### config.mk
export PLATFORM = sky130hd
export DESIGN_NAME = apc_port
export DESIGN_NICKNAME = d
export VERILOG_FILES = /design/src/rtl/apc_pkg.sv /design/src/rtl/apc_framer.sv /design/src/rtl/apc_port.sv
export SDC_FILE = /design/constraint.sdc
export NUM_CORES = 1
export LEC_CHECK = 0
export ABC_CLOCK_PERIOD_IN_PS = 12300
export BUFFER_PORTS_ARGS = -buffer_cell sky130_fd_sc_hd__clkbuf_2
export CAP_MARGIN = 10
export CORE_MARGIN = 2
export CORE_UTILIZATION = 58
export CTS_CLUSTER_DIAMETER = 30
export CTS_CLUSTER_SIZE = 20
export DETAILED_ROUTE_END_ITERATION = 16
export PLACE_DENSITY = 0.85
export SLEW_MARGIN = 30
export SYNTH_ARGS = -nofsm -noshare
export SYNTH_HDL_FRONTEND = slang
export SYNTH_HIERARCHICAL = 1
export SYNTH_SLANG_ARGS = --single-unit
### constraint.sdc
create_clock -name clk_i -period 12.3 [get_ports clk_i]
set_input_delay 0.615 -clock clk_i [delete_from_list [all_inputs] [get_ports clk_i]]
set_output_delay 0.615 -clock clk_i [all_outputs]
set_load 0.05 [all_outputs]
### src/rtl/apc_pkg.sv
// constants and types shared by the audio port configuration block
`default_nettype none
package apc_pkg;
   // register word indices; byte address is four times the index
   localparam logic [5:0] IDX_CTRL_ONE = 6'h03;
   localparam logic [5:0] IDX_CLK_CTRL = 6'h04;
   localparam logic [5:0] IDX_STATUS = 6'h05;
   localparam logic [7:0] CTRL_ONE_RST = 8'h00;
   localparam logic [7:0] CLK_CTRL_RST = 8'h00;
   localparam logic [7:0] CTRL_ONE_WMASK = 8'h7f;
   localparam logic [7:0] CLK_CTRL_WMASK = 8'h0f;
   // field positions in the first control register
   localparam int FMT_LSB = 0;
   localparam int ROLE_BIT = 3;
   localparam int SRC_LSB = 4;
   localparam int SILENCE_BIT = 6;

   typedef enum logic [2:0] {
      FMT_LJ24 = 3'b000,
      FMT_I2S24 = 3'b001,
      FMT_UNUSED2 = 3'b010,
      FMT_UNUSED3 = 3'b011,
      FMT_RJ16 = 3'b100,
      FMT_RJ18 = 3'b101,
      FMT_RJ20 = 3'b110,
      FMT_RJ24 = 3'b111
   } apc_fmt_e;

   typedef enum logic [1:0] {
      SRC_LOOP = 2'b00,
      SRC_OTHER = 2'b01,
      SRC_RX = 2'b10,
      SRC_CONV = 2'b11
   } apc_src_e;

   localparam int WORD_W = 24;
   localparam int SLOT_W = 5;
   localparam logic [4:0] SLOT_LAST = 5'h1f;
   localparam logic [5:0] SLOTS_HALF = 6'h20;
   localparam logic [5:0] LEN_LJ = 6'h18;
   localparam logic [5:0] LEN_RJ16 = 6'h10;
   localparam logic [5:0] LEN_RJ18 = 6'h12;
   localparam logic [5:0] LEN_RJ20 = 6'h14;
   localparam logic [5:0] LEN_RJ24 = 6'h18;
   // master clock generation from the system clock
   localparam int CLK_HZ = 25000000;
   localparam int BCK_HZ = 3125000;
   localparam int BCK_HALF_CYCLES = CLK_HZ / (2 * BCK_HZ);
   localparam logic [3:0] BCK_HALF_LAST = 4'(BCK_HALF_CYCLES - 1);
endpackage
`default_nettype wire

### src/rtl/apc_framer.sv
// slot to word bit mapping for one half frame of the serial port
`default_nettype none
module apc_framer (
   input wire logic [2:0] fmt_i,
   input wire logic [4:0] slot_i,
   output logic valid_o,
   output logic [4:0] pos_o
);
   logic [5:0] len;
   logic [5:0] s;
   always_comb begin
      len = apc_pkg::LEN_LJ;
      s = {1'b0, slot_i};
      valid_o = 1'b0;
      pos_o = 5'h00;
      case (fmt_i)
         apc_pkg::FMT_I2S24: begin
            // data starts one bit clock after the word clock edge
            if (s >= 6'h01 && s <= apc_pkg::LEN_LJ) begin
               valid_o = 1'b1;
               pos_o = 5'(apc_pkg::LEN_LJ - s);
            end
         end
         apc_pkg::FMT_RJ16, apc_pkg::FMT_RJ18, apc_pkg::FMT_RJ20, apc_pkg::FMT_RJ24: begin
            case (fmt_i[1:0])
               2'b00: len = apc_pkg::LEN_RJ16;
               2'b01: len = apc_pkg::LEN_RJ18;
               2'b10: len = apc_pkg::LEN_RJ20;
               default: len = apc_pkg::LEN_RJ24;
            endcase
            // word ends on the last slot; msb-aligned word bits are sent
            if (s >= apc_pkg::SLOTS_HALF - len) begin
               valid_o = 1'b1;
               pos_o = 5'(apc_pkg::SLOTS_HALF + apc_pkg::LEN_LJ - 6'h01 - len - s);
            end
         end
         default: begin
            if (s < apc_pkg::LEN_LJ) begin
               valid_o = 1'b1;
               pos_o = 5'(apc_pkg::LEN_LJ - 6'h01 - s);
            end
         end
      endcase
   end
endmodule
`default_nettype wire

### src/rtl/apc_port.sv
// first audio serial port: register file, clocking, routing and muting
//
// Behaviour
// - format field picks left-justified, I2S or right-justified 16/18/20/24 framing
// - clock role 0: port is slave, word and bit clocks are inputs
// - clock role 1: port drives word and bit clocks from master source
// - source field routes loopback, other port, receiver or converter to output
// - silence bit 1 holds the serial output low
`default_nettype none
module apc_port (
   input wire logic clk_i,
   input wire logic rst_i,
   input wire logic wb_cyc_i,
   input wire logic wb_stb_i,
   input wire logic wb_we_i,
   input wire logic [7:0] wb_adr_i,
   input wire logic [3:0] wb_sel_i,
   input wire logic [31:0] wb_dat_i,
   output logic [31:0] wb_dat_o,
   output logic wb_ack_o,
   input wire logic word_clock_i,
   output logic word_clock_o,
   output logic word_clock_oe_o,
   input wire logic bit_clock_i,
   output logic bit_clock_o,
   output logic bit_clock_oe_o,
   input wire logic port_serial_in_i,
   output logic port_serial_out_o,
   input wire logic [23:0] other_port_left_i,
   input wire logic [23:0] other_port_right_i,
   input wire logic [23:0] rx_left_i,
   input wire logic [23:0] rx_right_i,
   input wire logic [23:0] conv_left_i,
   input wire logic [23:0] conv_right_i
);
   logic [7:0] ctrl_one_q;
   logic [7:0] clk_ctrl_q;
   logic [2:0] port_format_sel;
   logic port_clock_role;
   logic [1:0] port_output_source;
   logic port_output_silence;
   logic bus_req;
   logic [5:0] bus_idx;
   logic [31:0] rd_d;

   assign port_format_sel = ctrl_one_q[apc_pkg::FMT_LSB +: 3];
   assign port_clock_role = ctrl_one_q[apc_pkg::ROLE_BIT];
   assign port_output_source = ctrl_one_q[apc_pkg::SRC_LSB +: 2];
   assign port_output_silence = ctrl_one_q[apc_pkg::SILENCE_BIT];
   assign bus_req = wb_cyc_i & wb_stb_i & ~wb_ack_o;
   assign bus_idx = wb_adr_i[7:2];

   // single-cycle answer: ack one edge after the request, dropped the next
   always_ff @(posedge clk_i) begin
      if (rst_i) begin
         wb_ack_o <= 1'b0;
         wb_dat_o <= 32'h0000_0000;
      end else begin
         wb_ack_o <= bus_req;
         wb_dat_o <= (bus_req && !wb_we_i) ? rd_d : 32'h0000_0000;
      end
   end

   // only byte lane 0 holds data; the other lanes are ignored on write
   always_ff @(posedge clk_i) begin
      if (rst_i) begin
         ctrl_one_q <= apc_pkg::CTRL_ONE_RST;
         clk_ctrl_q <= apc_pkg::CLK_CTRL_RST;
      end else if (bus_req && wb_we_i && wb_sel_i[0]) begin
         if (bus_idx == apc_pkg::IDX_CTRL_ONE) begin
            ctrl_one_q <= wb_dat_i[7:0] & apc_pkg::CTRL_ONE_WMASK;
         end
         if (bus_idx == apc_pkg::IDX_CLK_CTRL) begin
            clk_ctrl_q <= wb_dat_i[7:0] & apc_pkg::CLK_CTRL_WMASK;
         end
      end
   end

   // ---------------- clock pins ----------------
   logic bck_s1_q;
   logic bck_s2_q;
   logic wck_s1_q;
   logic wck_s2_q;
   logic sd_s1_q;
   logic sd_s2_q;
   logic [3:0] div_q;
   logic [4:0] bcnt_q;

   // pins from the far party are synchronised before any use
   always_ff @(posedge clk_i) begin
      if (rst_i) begin
         bck_s1_q <= 1'b0;
         bck_s2_q <= 1'b0;
         wck_s1_q <= 1'b0;
         wck_s2_q <= 1'b0;
         sd_s1_q <= 1'b0;
         sd_s2_q <= 1'b0;
      end else begin
         bck_s1_q <= bit_clock_i;
         bck_s2_q <= bck_s1_q;
         wck_s1_q <= word_clock_i;
         wck_s2_q <= wck_s1_q;
         sd_s1_q <= port_serial_in_i;
         sd_s2_q <= sd_s1_q;
      end
   end

   // master clocks run all the time; the role only gates the enables,
   // so switching role never truncates a bit clock phase
   always_ff @(posedge clk_i) begin
      if (rst_i) begin
         div_q <= 4'h0;
         bcnt_q <= 5'h00;
         bit_clock_o <= 1'b0;
         word_clock_o <= 1'b0;
      end else if (div_q == apc_pkg::BCK_HALF_LAST) begin
         div_q <= 4'h0;
         bit_clock_o <= ~bit_clock_o;
         if (bit_clock_o) begin
            bcnt_q <= bcnt_q + 5'h01;
            if (bcnt_q == apc_pkg::SLOT_LAST) begin
               word_clock_o <= ~word_clock_o;
            end
         end
      end else begin
         div_q <= div_q + 4'h1;
      end
   end

   always_ff @(posedge clk_i) begin
      if (rst_i) begin
         bit_clock_oe_o <= 1'b0;
         word_clock_oe_o <= 1'b0;
      end else begin
         // slave keeps both pins released for the far party to drive
         bit_clock_oe_o <= port_clock_role;
         word_clock_oe_o <= port_clock_role;
      end
   end

   // ---------------- framing ----------------
   logic bck_lvl;
   logic wck_lvl;
   logic bck_prev_q;
   logic wck_last_q;
   logic rise_p;
   logic fall_p;
   logic load_p;
   logic left_now;
   logic [4:0] slot_q;
   logic [4:0] slot_nx;
   logic in_valid;
   logic [4:0] in_pos;
   logic out_valid;
   logic [4:0] out_pos;

   assign bck_lvl = port_clock_role ? bit_clock_o : bck_s2_q;
   assign wck_lvl = port_clock_role ? word_clock_o : wck_s2_q;
   assign rise_p = bck_lvl & ~bck_prev_q;
   assign fall_p = ~bck_lvl & bck_prev_q;
   assign load_p = fall_p & (wck_lvl != wck_last_q);
   // I2S puts the left word on the low word clock phase
   assign left_now = (port_format_sel == apc_pkg::FMT_I2S24) ? ~wck_lvl : wck_lvl;
   assign slot_nx = load_p ? 5'h00 :
                    (slot_q == apc_pkg::SLOT_LAST) ? slot_q : slot_q + 5'h01;

   always_ff @(posedge clk_i) begin
      if (rst_i) begin
         bck_prev_q <= 1'b0;
         wck_last_q <= 1'b0;
         slot_q <= apc_pkg::SLOT_LAST;
      end else begin
         bck_prev_q <= bck_lvl;
         if (fall_p) begin
            wck_last_q <= wck_lvl;
            slot_q <= slot_nx;
         end
      end
   end

   // input capture uses the current slot, output uses the one being entered
   apc_framer u_in_map (
      .fmt_i(port_format_sel),
      .slot_i(slot_q),
      .valid_o(in_valid),
      .pos_o(in_pos)
   );
   apc_framer u_out_map (
      .fmt_i(port_format_sel),
      .slot_i(slot_nx),
      .valid_o(out_valid),
      .pos_o(out_pos)
   );

   // ---------------- data path ----------------
   logic [23:0] cap_q;
   logic [23:0] loop_left_q;
   logic [23:0] loop_right_q;
   logic [23:0] out_word_q;
   logic [23:0] sel_word;
   logic [23:0] word_nx;
   logic ser_bit_q;

   // loopback words come one frame late; the other sources are taken as is
   always_ff @(posedge clk_i) begin
      if (rst_i) begin
         cap_q <= 24'h000000;
         loop_left_q <= 24'h000000;
         loop_right_q <= 24'h000000;
      end else if (load_p) begin
         cap_q <= 24'h000000;
         if (left_now) begin
            loop_right_q <= cap_q;
         end else begin
            loop_left_q <= cap_q;
         end
      end else if (rise_p && in_valid) begin
         cap_q[in_pos] <= sd_s2_q;
      end
   end

   always_comb begin
      case (port_output_source)
         apc_pkg::SRC_LOOP: sel_word = left_now ? loop_left_q : loop_right_q;
         apc_pkg::SRC_OTHER: sel_word = left_now ? other_port_left_i : other_port_right_i;
         apc_pkg::SRC_RX: sel_word = left_now ? rx_left_i : rx_right_i;
         default: sel_word = left_now ? conv_left_i : conv_right_i;
      endcase
   end
   assign word_nx = load_p ? sel_word : out_word_q;

   always_ff @(posedge clk_i) begin
      if (rst_i) begin
         out_word_q <= 24'h000000;
         ser_bit_q <= 1'b0;
      end else if (fall_p) begin
         out_word_q <= word_nx;
         // unused slots are padded low
         ser_bit_q <= out_valid ? word_nx[out_pos] : 1'b0;
      end
   end

   // muting acts at once, not at the next word boundary
   always_ff @(posedge clk_i) begin
      if (rst_i) begin
         port_serial_out_o <= 1'b0;
      end else begin
         port_serial_out_o <= port_output_silence ? 1'b0 : ser_bit_q;
      end
   end

   always_comb begin
      rd_d = 32'h0000_0000;
      case (bus_idx)
         apc_pkg::IDX_CTRL_ONE: rd_d = {24'h000000, ctrl_one_q};
         apc_pkg::IDX_CLK_CTRL: rd_d = {24'h000000, clk_ctrl_q};
         apc_pkg::IDX_STATUS: rd_d = {29'h00000000, left_now, wck_lvl, bck_lvl};
         default: rd_d = 32'h0000_0000;
      endcase
   end
endmodule
`default_nettype wire

; Word-level counts from Yosys, hierarchy flattened
; Cells that the tools add are included.
[op_classes]
addsub = 11
n_lt_le_gt_ge = 11
n_eq_ne = 16
mux = 36
bitwise_logic = 13
reduce_logical = 21
[ops]
columns = cell, n
row1 = $mux 24, 5
row2 = $pmux 24 s3, 1
row3 = $mux 5, 8
row4 = $sub 5x5->5 const A, 5
row5 = $bwmux 24, 1
row6 = $pmux 7 s3, 1
row7 = $pmux 5 s2, 2
row8 = $ge 5x1->1 const B, 3
row9 = $eq 3x3->1 const B, 4
row10 = $eq 6x3->1 const B, 2
row11 = $ge 5x6->1, 2
row12 = $lt 5x6->1 const B, 2
row13 = $mux 1, 12
row14 = $pmux 4 s3, 1
row15 = $add 5x1->5 const B, 2
row16 = $eq 5x5->1 const B, 2
row17 = $le 5x5->1 const B, 2
row18 = $lt 5x5->1 const B, 2
row19 = $reduce_and 2->1, 5
row20 = $sub 5x5->5, 2
row21 = $not 1->1, 8
row22 = $reduce_or 2->1, 4
row23 = $logic_and 1x1->1, 7
row24 = $eq 6x2->1 const B, 1
row25 = 16 further kinds, 24
[totals]
register_bits = 167
input_bits = 196
out_inout_bits = 38
wordCells = 132

; Depth between registers and ports, before layout
; Gate-level depths: netlist of the first run.
[logic_depth]
word_depth = 12
mapped_depth = 21
depth_no_buf = 16

; Cells and area by module
; Netlist of the first run, hierarchy kept.
[by_module_without_submodules]
columns = mod, instances, cells_each, area_per_inst_um2, seq_area_each_um2
row1 = apc_port, 1, 858, 7343.3, 2842.7
row2 = apc_framer, 2, 75, 614.3, 0.0

; Worst setup path after synthesis of the first run
; OpenSTA, ideal clock, no wires.
[synth_path]
kind = register to register
start = reg bit_clock_o
end = reg ser_bit_q
setup_ps = 117
t_arrival_ps = 4744
t_required_ps = 12183
slack_ps = 7438
path_stages_with_launch = 18
path_buffers = 4
synth_period_minus_slack_ps = 4862
cell_sequence = dfxtp_1 mux2i_1 and2_1 clkbuf_1 and2_1 buf_2 buf_2 buf_1 a21oi_1 ha_1 or4b_4 a2111oi_2 a32oi_1 o21ai_1 and2b_1 a2111oi_2 a31oi_1 a32o_1
[synth_between]
elab_chain_cells = 12
elab_cells_between_ends = 25
cone_classes = add/sub (3) / order compare (4) / mux (14) / bitwise (3) / reduce/logical (1)
[synth_rtl]
columns = item, line
row1 = "start, declared", apc_port.sv:25  ; output logic bit_clock_o,
row2 = "start signal, assigned", apc_port.sv:118  ; bit_clock_o <= ~bit_clock_o;
row3 = $mux 1 *, apc_port.sv:157  ; assign bck_lvl = port_clock_role ? bit_clock_o : bck_s2_q;
row4 = $not 1->1 *, apc_port.sv:160  ; assign fall_p = ~bck_lvl & bck_prev_q;
row5 = $and 1x1->1 *, apc_port.sv:160
row6 = $and 1x1->1 *, apc_port.sv:161  ; assign load_p = fall_p & (wck_lvl != wck_last_q);
row7 = $mux 5 *, apc_port.sv:164  ; assign slot_nx = load_p ? 5'h00 :
row8 = named net slot_nx[3], apc_port.sv:151  ; logic [4:0] slot_nx;
row9 = $ge 5x1->1 / $le 5x5->1 (equally long branches), apc_framer.sv:19  ; if (s >= 6'h01 && s <= apc_pkg::LEN_LJ) begin
row10 = $logic_and 1x1->1, apc_framer.sv:19
row11 = $mux 5, apc_framer.sv:19
row12 = $pmux 5 s2 *, apc_framer.sv:16  ; case (fmt_i)
row13 = named net out_pos[1], apc_port.sv:155  ; logic [4:0] out_pos;
row14 = $bmux 1 s5 *, apc_port.sv:239  ; ser_bit_q <= out_valid ? word_nx[out_pos] : 1'b0;
row15 = $mux 1 (not written as such) *, apc_port.sv:239
row16 = $mux 1 *, apc_port.sv:239
row17 = "end signal, assigned", apc_port.sv:239
row18 = "end, declared", apc_port.sv:202  ; logic ser_bit_q;
; The timed path passes the listed nets; every way through them passes the cells marked *. The select of a mux whose other input is x is not followed.
; A chain may end at the register's enable or synchronous reset.

; Final worst setup path of the first run
[layout_path]
start = reg ctrl_one_q[3]
end = reg ser_bit_q
[layout_between]
elab_chain_cells = 12
elab_cells_between_ends = 34
cone_classes = add/sub (3) / order compare (4) / eq/ne (1) / mux (21) / bitwise (4) / reduce/logical (1)
[layout_rtl]
columns = item, line
row1 = "start, declared", apc_port.sv:36  ; logic [7:0] ctrl_one_q;
row2 = "start signal, assigned", apc_port.sv:67  ; ctrl_one_q <= apc_pkg::CTRL_ONE_RST;
row3 = "start signal, assigned", apc_port.sv:71  ; ctrl_one_q <= wb_dat_i[7:0] & apc_pkg::CTRL_ONE_WMASK;
row4 = $mux 1, apc_port.sv:157
row5 = $not 1->1, apc_port.sv:160
row6 = $and 1x1->1, apc_port.sv:160
row7 = $and 1x1->1 *, apc_port.sv:161
row8 = $mux 5 *, apc_port.sv:164
row9 = named net slot_nx[4], apc_port.sv:151
row10 = $ge 5x1->1 / $le 5x5->1 (equally long branches), apc_framer.sv:19
row11 = $logic_and 1x1->1, apc_framer.sv:19
row12 = $mux 5, apc_framer.sv:19
row13 = $pmux 5 s2 *, apc_framer.sv:16
row14 = named net out_pos[1], apc_port.sv:155
row15 = $bmux 1 s5 *, apc_port.sv:239
row16 = $mux 1 (not written as such) *, apc_port.sv:239
row17 = $mux 1 *, apc_port.sv:239
; Marked as above.

==> results.py, run 1 <==
metrics = {
    "global_route": {
        "grt_pass1_wl_um": 38000,
        "grt_max_degree": 111,
        "grt-ovfl-total": 0,
        "grt_use_total": 0.300,
        "grt_pass1_vias": 7659,
        "antenna_found_initial": 0,
    },
    "cts": {
        "cts.sinks": 142,
        "insertion_delay_ns": 0.42,
        "cts_tree": "yes",
        "max-clock-path-buffers": 2,
        "path_clk_slew_ns": 0.06,
        "cts_resized": 0,
        "root_buffer": "clkbuf_16",
        "post_cts_buffers": 0,
        "cts-buffers-inserted": 17,
        "htreeDepth": 4,
        "cts-hold-fix-buffers": 0,
    },
    "power_and_ir_drop": {
        "p_total_mw": 1.17,
        "power.density_nw_per_um2": 117,
        "ir_worst_vdd_v": 0.000130,
        "power.leakage_nw": 4.29,
    },
    "hold_path": {
        "worstHoldPathCells": 2,
        "worstHoldStart": "word_clock_i",
        "worstHoldEndpoint": "wck_s1_q$_SDFF_PP0_",
        "hp-class": "input port to flop",
    },
    "routing": {
        "wire_per_inst_um": 17.8,
        "first_pass_iters": 6,
        "routed_wl_um": 24000,
        "vias": 8192,
        "drcViolationCount": 0,
        "antenna_left": 0,
        "via_per_inst": 6.08,
        "drtIter0Drc": 945,
    },
    "finish": {
        "drive_above_1_share": 0.223,
        "final_util": 0.696,
        "mostFrequentLayoutCells": "clkbuf_2 (177), nand2_1 (156), dfxtp_1 (142)",
        "fin_nets": 1392,
        "syn2layout_area_growth_pct": 17.5,
        "layout_commonest_cell": "clkbuf_2",
        "fillers": 1123,
        "num_antenna_cells": 0,
    },
    "placed_design": {
        "hpwl_um": 16600,
        "portBuffers": 178,
        "gp_congestion": 0.926,
        "dpl_worst_slack_ns": 7.18,
    },
    "worst_setup_path": {
        "worst_ep_arrival_time_ns": 5.59,
        "startpoint_type": "flop",
        "r2r-start": "ctrl_one_q[3]$_SDFFE_PP0P_",
        "worstReg2RegEnd": "ser_bit_q$_SDFFE_PP0P_",
        "cp-end-kind": "flop",
        "r2r_cells": 16,
        "cp.required_ns": 12.61,
        "reg2reg_slack_ns": 7.02,
        "critical_path_class": "flop to flop",
        "cp_max_fo": 45,
    },
    "sta": {
        "min_period_ns": 5.28,
        "fin_skew_ns": 0.00811,
        "setup_tns_ns": 0,
        "relSlewSlack": 0.330,
        "fin_crit_sh": 0.430,
        "drv_slew": 0,
        "max_freq_ghz": 0.189,
        "worstMarginPinSlew_ns": 1.00,
        "finalWorstSetupSlack_ns": 7.02,
        "setup_viol": 0,
        "rsz0062_at_grt": "no",
        "hold_violations": 0,
    },
    "die": {
        "die_w_um": 126,
        "start_util": 0.592,
        "core-area_um2": 14500,
        "num_io_pins": 234,
        "fp.dieArea_um2": 15800,
        "rows": 44,
        "fp.dieH_um": 126,
    },
    "synthesis": {
        "yosysUniqueCellTypes": 72,
        "synth_seq_area_share": 0.332,
        "ys_ff_latch": 142,
        "ys_warn_count": 6,
        "syn_area_um2": 8570,
        "synth_ff_type": "dfxtp_1",
        "synth_area_per_cell_um2": 8.50,
        "ys_async_sr_fraction": 0,
        "synth_edf_count": 0,
        "netlist_instances": 1008,
    },
    "job": {
        "cap_violations": 0,
    },
    "run_status": {
        "status": "complete, no violations",
    },
}
worst max-delay path, cell delays in order, from the launching register on:
cell and delay, ns:
dfxtp_1 0.49, mux2i_4 0.53, xnor2_1 0.23, and2_1 0.21, buf_4 0.27, nor2_1 0.66, ha_1 0.28, or4b_4 0.50
a2111oi_2 0.44, a32oi_1 0.10, o21ai_1 0.37, or2_2 0.27, nor2_1 0.05, a22oi_1 0.21, nand4_1 0.10, and4_1 0.21
a32o_1 0.25
synth_stat cells, types with 12 or more instances:
| master | count | area [µm²] |
|---|---|---|
| dfxtp_1 | 142 | 2840 |
| nand2_1 | 157 | 589 |
| nor2_1 | 97 | 364 |
| a21oi_1 | 78 | 390 |
| o21ai_0 | 22 | 110 |
| nor2b_1 | 24 | 150 |
| buf_4 | 29 | 218 |
| inv_1 | 34 | 128 |
| ha_1 | 42 | 526 |
| clkbuf_1 | 45 | 169 |
| mux2i_1 | 76 | 761 |
| o22ai_1 | 22 | 138 |
| o221ai_1 | 12 | 105 |
| mux4_2 | 13 | 293 |
| nand3_1 | 19 | 95.1 |
| nand2b_1 | 13 | 81.3 |
| nor3_1 | 13 | 65.1 |
through the flow:
| stage | hold WS, ns | cells | instance area, µm² |
|---|---|---|---|
| 2_1_floorplan | 0.405 | 1032 | 8660 |
| 3_3_place_gp | 0.416 | 1317 | 9400 |
| 3_5_place_dp | 0.420 | 1317 | 9410 |
| 4_1_cts | 0.397 | 1348 | 10100 |
| 5_1_grt | 0.400 | 1348 | 10100 |
| 6_report | 0.402 | 1348 | 10100 |
flip-flops by register name (all words and copies together), names as in the netlist, 4 cells and up:
signal / count
ctrl_one_q: 7
loop_right_q: 24
div_q: 4
out_word_q: 24
slot_q: 5
bcnt_q: 5
wb_dat_o: 7
clk_ctrl_q: 4
cap_q: 24
loop_left_q: 24
how the worst max path moves through the flow:
stage | startpoint | endpoint | depth (start not counted)
after detailed placement | ctrl_one_q[3]$_SDFFE_PP0P_ | ser_bit_q$_SDFFE_PP0P_ | 16
after CTS | ctrl_one_q[3]$_SDFFE_PP0P_ | ser_bit_q$_SDFFE_PP0P_ | 16
after floorplan | bit_clock_o$_SDFFE_PP0N_ | ser_bit_q$_SDFFE_PP0P_ | 17
final | ctrl_one_q[3]$_SDFFE_PP0P_ | ser_bit_q$_SDFFE_PP0P_ | 16
after global routing | ctrl_one_q[3]$_SDFFE_PP0P_ | ser_bit_q$_SDFFE_PP0P_ | 16
after global placement | ctrl_one_q[3]$_SDFFE_PP0P_ | ser_bit_q$_SDFFE_PP0P_ | 16
per-layer routing:
| layer | global-route usage | vias to the layer above | share of wire |
|---|---|---|---|
| met5 | 0 | - | 0 |
| met4 | 0.112 | 0 | 0.032 |
| met3 | 0.0650 | 69 | 0.089 |
| met2 | 0.490 | 429 | 0.47 |
| met1 | 0.390 | 3861 | 0.41 |
| li1 | - | 3833 | - |
cell families after synthesis:
family,synth area share
buffers and inverters,0.0683
and+or+nand+nor,0.206
other,0.000437
muxes,0.143
xor gates and xnor gates,0.0235
DFF,0.332
adders and majority gates,0.0660
AOI/OAI and AO/OA,0.161
cell type report:
class / count / area (µm²) / area share
Inverter: 34 / 128 / 0.0127
Clock inverter: 12 / 208 / 0.0206
Sequential cell: 142 / 2840 / 0.282
Multi-Input combinational cell: 772 / 5260 / 0.522
Tap cell: 184 / 230 / 0.0229
Timing Repair Buffer: 185 / 950 / 0.0943
Clock buffer: 19 / 453 / 0.0450
power breakdown:
group / internal, mW / leakage, nW / switching [mW]
registers: 0.463 / 1.15 / 0.00383
clock network: 0.372 / 0.324 / 0.204
logic: 0.0534 / 2.82 / 0.0781
No activity file was read; power rests on OpenSTA's default activity.
==> inputs of run 2 (changes only) <==
--- a/config.mk
+++ b/config.mk
@@ -5,15 +5,16 @@
 export SDC_FILE = /design/constraint.sdc
 export NUM_CORES = 1
 export LEC_CHECK = 0
-export ABC_CLOCK_PERIOD_IN_PS = 12300
+export ABC_AREA = 1
+export ABC_CLOCK_PERIOD_IN_PS = 5000
 export BUFFER_PORTS_ARGS = -buffer_cell sky130_fd_sc_hd__clkbuf_2
 export CAP_MARGIN = 10
 export CORE_MARGIN = 2
-export CORE_UTILIZATION = 58
+export CORE_UTILIZATION = 55
 export CTS_CLUSTER_DIAMETER = 30
 export CTS_CLUSTER_SIZE = 20
 export DETAILED_ROUTE_END_ITERATION = 16
-export PLACE_DENSITY = 0.85
+export PLACE_DENSITY = 0.8
 export SLEW_MARGIN = 30
 export SYNTH_ARGS = -nofsm -noshare
 export SYNTH_HDL_FRONTEND = slang
==> constraint.sdc (replaced) <==
create_clock -name clk_i -period 5 [get_ports clk_i]
set_input_delay 0.25 -clock clk_i [delete_from_list [all_inputs] [get_ports clk_i]]
set_output_delay 0.25 -clock clk_i [all_outputs]
set_load 0.05 [all_outputs]
==> run 2 against run 1 <==
- final cell count grew 41%
- critical path depth increased by 11
- total power is 140% higher
- via count grew 24%
- sequential power grew 150%
- largest cell class unchanged
- clock-buffer cell count grew 1
- setup slack worse by 6.3 ns
- die area increased by 17%
- sequential share of layout area fell by 2.3 points
==> results.py, run 2 <==
metrics = {
    "routing": {
        "drcViolationCount": 0,
        "first_pass_iters": 6,
        "via_per_inst": 5.34,
        "drtIter0Drc": 862,
        "antenna_left": 0,
        "vias": 10100,
        "wire_per_inst_um": 15.2,
        "routed_wl_um": 28800,
    },
    "worst_setup_path": {
        "cp_max_fo": 14,
        "crit_top_cell": "nand2_1",
        "max_stage_delay_ns": 0.48,
        "r2r_cells": 27,
        "worstReg2RegEnd": "ser_bit_q$_SDFFE_PP0P_",
        "startpoint_type": "flop",
        "critPathLaunch": "ctrl_one_q[3]$_SDFFE_PP0P_",
        "cp-end-kind": "flop",
        "cp-endpoint": "ser_bit_q$_SDFFE_PP0P_",
        "worst_ep_arrival_time_ns": 4.61,
        "r2r-start": "ctrl_one_q[3]$_SDFFE_PP0P_",
        "cp.required_ns": 5.29,
        "reg2reg_slack_ns": 0.69,
        "slowest_stage": "nor2_2",
        "critical_path_class": "flop to flop",
    },
    "placed_design": {
        "hpwl_um": 20200,
        "portBuffers": 178,
        "placed_cells": 1862,
        "gp_congestion": 0.964,
    },
    "sta": {
        "relSlewSlack": 0.376,
        "worstMarginPinSlew_ns": 0.935,
        "setup_viol": 0,
        "hold_violations": 0,
        "rsz0062_at_grt": "no",
        "setup_tns_ns": 0,
        "min_period_ns": 4.31,
        "drv_slew": 0,
        "fin_crit_sh": 0.862,
        "hold-worst-slack_ns": 0.00911,
        "max_freq_ghz": 0.232,
        "fin_skew_ns": 0.00705,
    },
    "synthesis": {
        "synth_top_cells_by_area": "dfxtp_1 (30%), nand2_1 (16%), nand3_1 (8.5%)",
        "ys_async_sr_fraction": 0,
        "yosysTopAreaCellShare": 0.298,
        "synth_seq_area_share": 0.298,
        "yosysTopAreaCell": "dfxtp_1",
        "ys_warn_count": 6,
        "netlist_top_cells_count": "nand2_1 (396), nor2_1 (206), inv_1 (191)",
        "synth_ff_type": "dfxtp_1",
        "synth_edf_count": 0,
        "yosysUniqueCellTypes": 44,
        "netlist_instances": 1521,
        "ys_ff_latch": 142,
        "post-synth-top-count-cell": "nand2_1",
        "syn_area_um2": 9540,
        "synth_area_per_cell_um2": 6.27,
    },
    "finish": {
        "final_cell_count_no_fill": 1896,
        "final_util": 0.641,
        "drive_above_1_share": 0.165,
        "mostFrequentLayoutCells": "nand2_1 (396), nor2_1 (204), inv_1 (191)",
        "fin_nets": 1898,
        "fillers": 1618,
        "layout_commonest_cell": "nand2_1",
        "syn2layout_area_growth_pct": 15.0,
        "num_antenna_cells": 0,
    },
    "die": {
        "start_util": 0.557,
        "die_w_um": 136,
        "num_io_pins": 234,
        "fp.dieArea_um2": 18400,
        "fp.dieH_um": 136,
        "core-area_um2": 17100,
        "rows": 48,
    },
    "cts": {
        "max-clock-path-buffers": 2,
        "post_cts_buffers": 0,
        "path_clk_slew_ns": 0.06,
        "insertion_delay_ns": 0.43,
        "root_buffer": "clkbuf_16",
        "cts.sinks": 142,
        "cts-buffers-inserted": 17,
        "cts_tree": "yes",
        "htreeDepth": 4,
    },
    "global_route": {
        "antenna_found_initial": 0,
        "grt-ovfl-total": 0,
        "grt_max_degree": 84,
        "grt_pass1_vias": 9245,
        "grt_use_total": 0.309,
        "grt_pass1_wl_um": 44900,
    },
    "power_and_ir_drop": {
        "power.leakage_nw": 5.80,
        "p_total_mw": 2.82,
        "power.density_nw_per_um2": 257,
        "ir_worst_vdd_v": 0.000259,
    },
    "run_status": {
        "status": "complete, no violations",
    },
    "hold_path": {
        "hp-class": "input port to flop",
    },
    "job": {
        "cap_violations": 0,
    },
}
-- run 2: metrics by stage --
step           setup WS, ns  instance area [µm²]
6_report              0.689                11000
5_1_grt               0.140                11000
4_1_cts               0.780                11000
3_5_place_dp          0.768                10300
3_3_place_gp          0.928                10300
2_1_floorplan          1.22                 9630
-- run 2: repair_timing --
item / CTS / global route
endpoints found under the hold margin: 1 / 1
hold buffers: 1 / 1
gates resized for setup: 0 / 0
-- run 2: worst min path at each step --
| stage | depth (start not counted) | start | end | slack, ns |
|---|---|---|---|---|
| after floorplan | 2 | bit_clock_i | bck_s1_q$_SDFF_PP0_ | 0.36 |
| after global placement | 2 | wck_s1_q$_SDFF_PP0_ | wck_s2_q$_SDFF_PP0_ | 0.39 |
| after detailed placement | 2 | wck_s1_q$_SDFF_PP0_ | wck_s2_q$_SDFF_PP0_ | 0.40 |
| after CTS | 3 | bit_clock_i | bck_s1_q$_SDFF_PP0_ | 0.001 |
| after global routing | 3 | word_clock_i | wck_s1_q$_SDFF_PP0_ | 0.03 |
| final | 3 | word_clock_i | wck_s1_q$_SDFF_PP0_ | 0.009 |
-- run 2: cell type report --
| cell class | count | area [µm²] | area share |
|---|---|---|---|
| inverter | 201 | 756 | 0.0689 |
| tap | 225 | 282 | 0.0257 |
| sequential | 142 | 2840 | 0.259 |
| timing repair buffer | 190 | 998 | 0.0910 |
| multi-input combinational | 1106 | 5480 | 0.500 |
| clock inverter | 12 | 163 | 0.0148 |
| clock buffer | 20 | 447 | 0.0407 |
-- run 2: logic make-up (layout without fill, tap and decap cells) --
family                     after synthesis  after routing  share of synthesized area
adders and majority gates               44             44                     0.0593
DFF                                    142            142                      0.298
and+or+nand+nor                        860            860                      0.394
AOI/OAI and AO/OA                      162            162                     0.0971
xor gates and xnor gates                14             14                     0.0129
buffers and inverters                  297            423                      0.137
other                                    1             25                   0.000393
muxes                                    1              1                    0.00118
-- run 2: critical path, delay by kind of cell, from the launching register on --
kind / cells / cell delay (ns)
adder cells (fa/ha/maj): 1 / 0.26
AO/OA/AOI/OAI: 1 / 0.06
flip-flops: 1 / 0.43
buffers and inverters: 7 / 0.98
AND/OR/NAND/NOR: 18 / 2.44
-- run 2: layer usage --
metal,part of all wire,up-vias,wire (µm),GRT usage
met1,0.43,4616,12200,0.400
met3,0.073,64,2100,0.0456
li1,-,5010,-,-
met4,0.032,0,908,0.131
met5,0,-,0,0
met2,0.47,431,13500,0.515
-- run 2: power breakdown --
part / internal (mW) / leakage, nW / total (mW) / switching (mW)
clock: 0.801 / 0.279 / 1.32 / 0.521
sequential: 1.14 / 1.15 / 1.15 / 0.00844
combinational: 0.128 / 4.37 / 0.352 / 0.224
total: 2.07 / 5.80 / 2.82 / 0.753
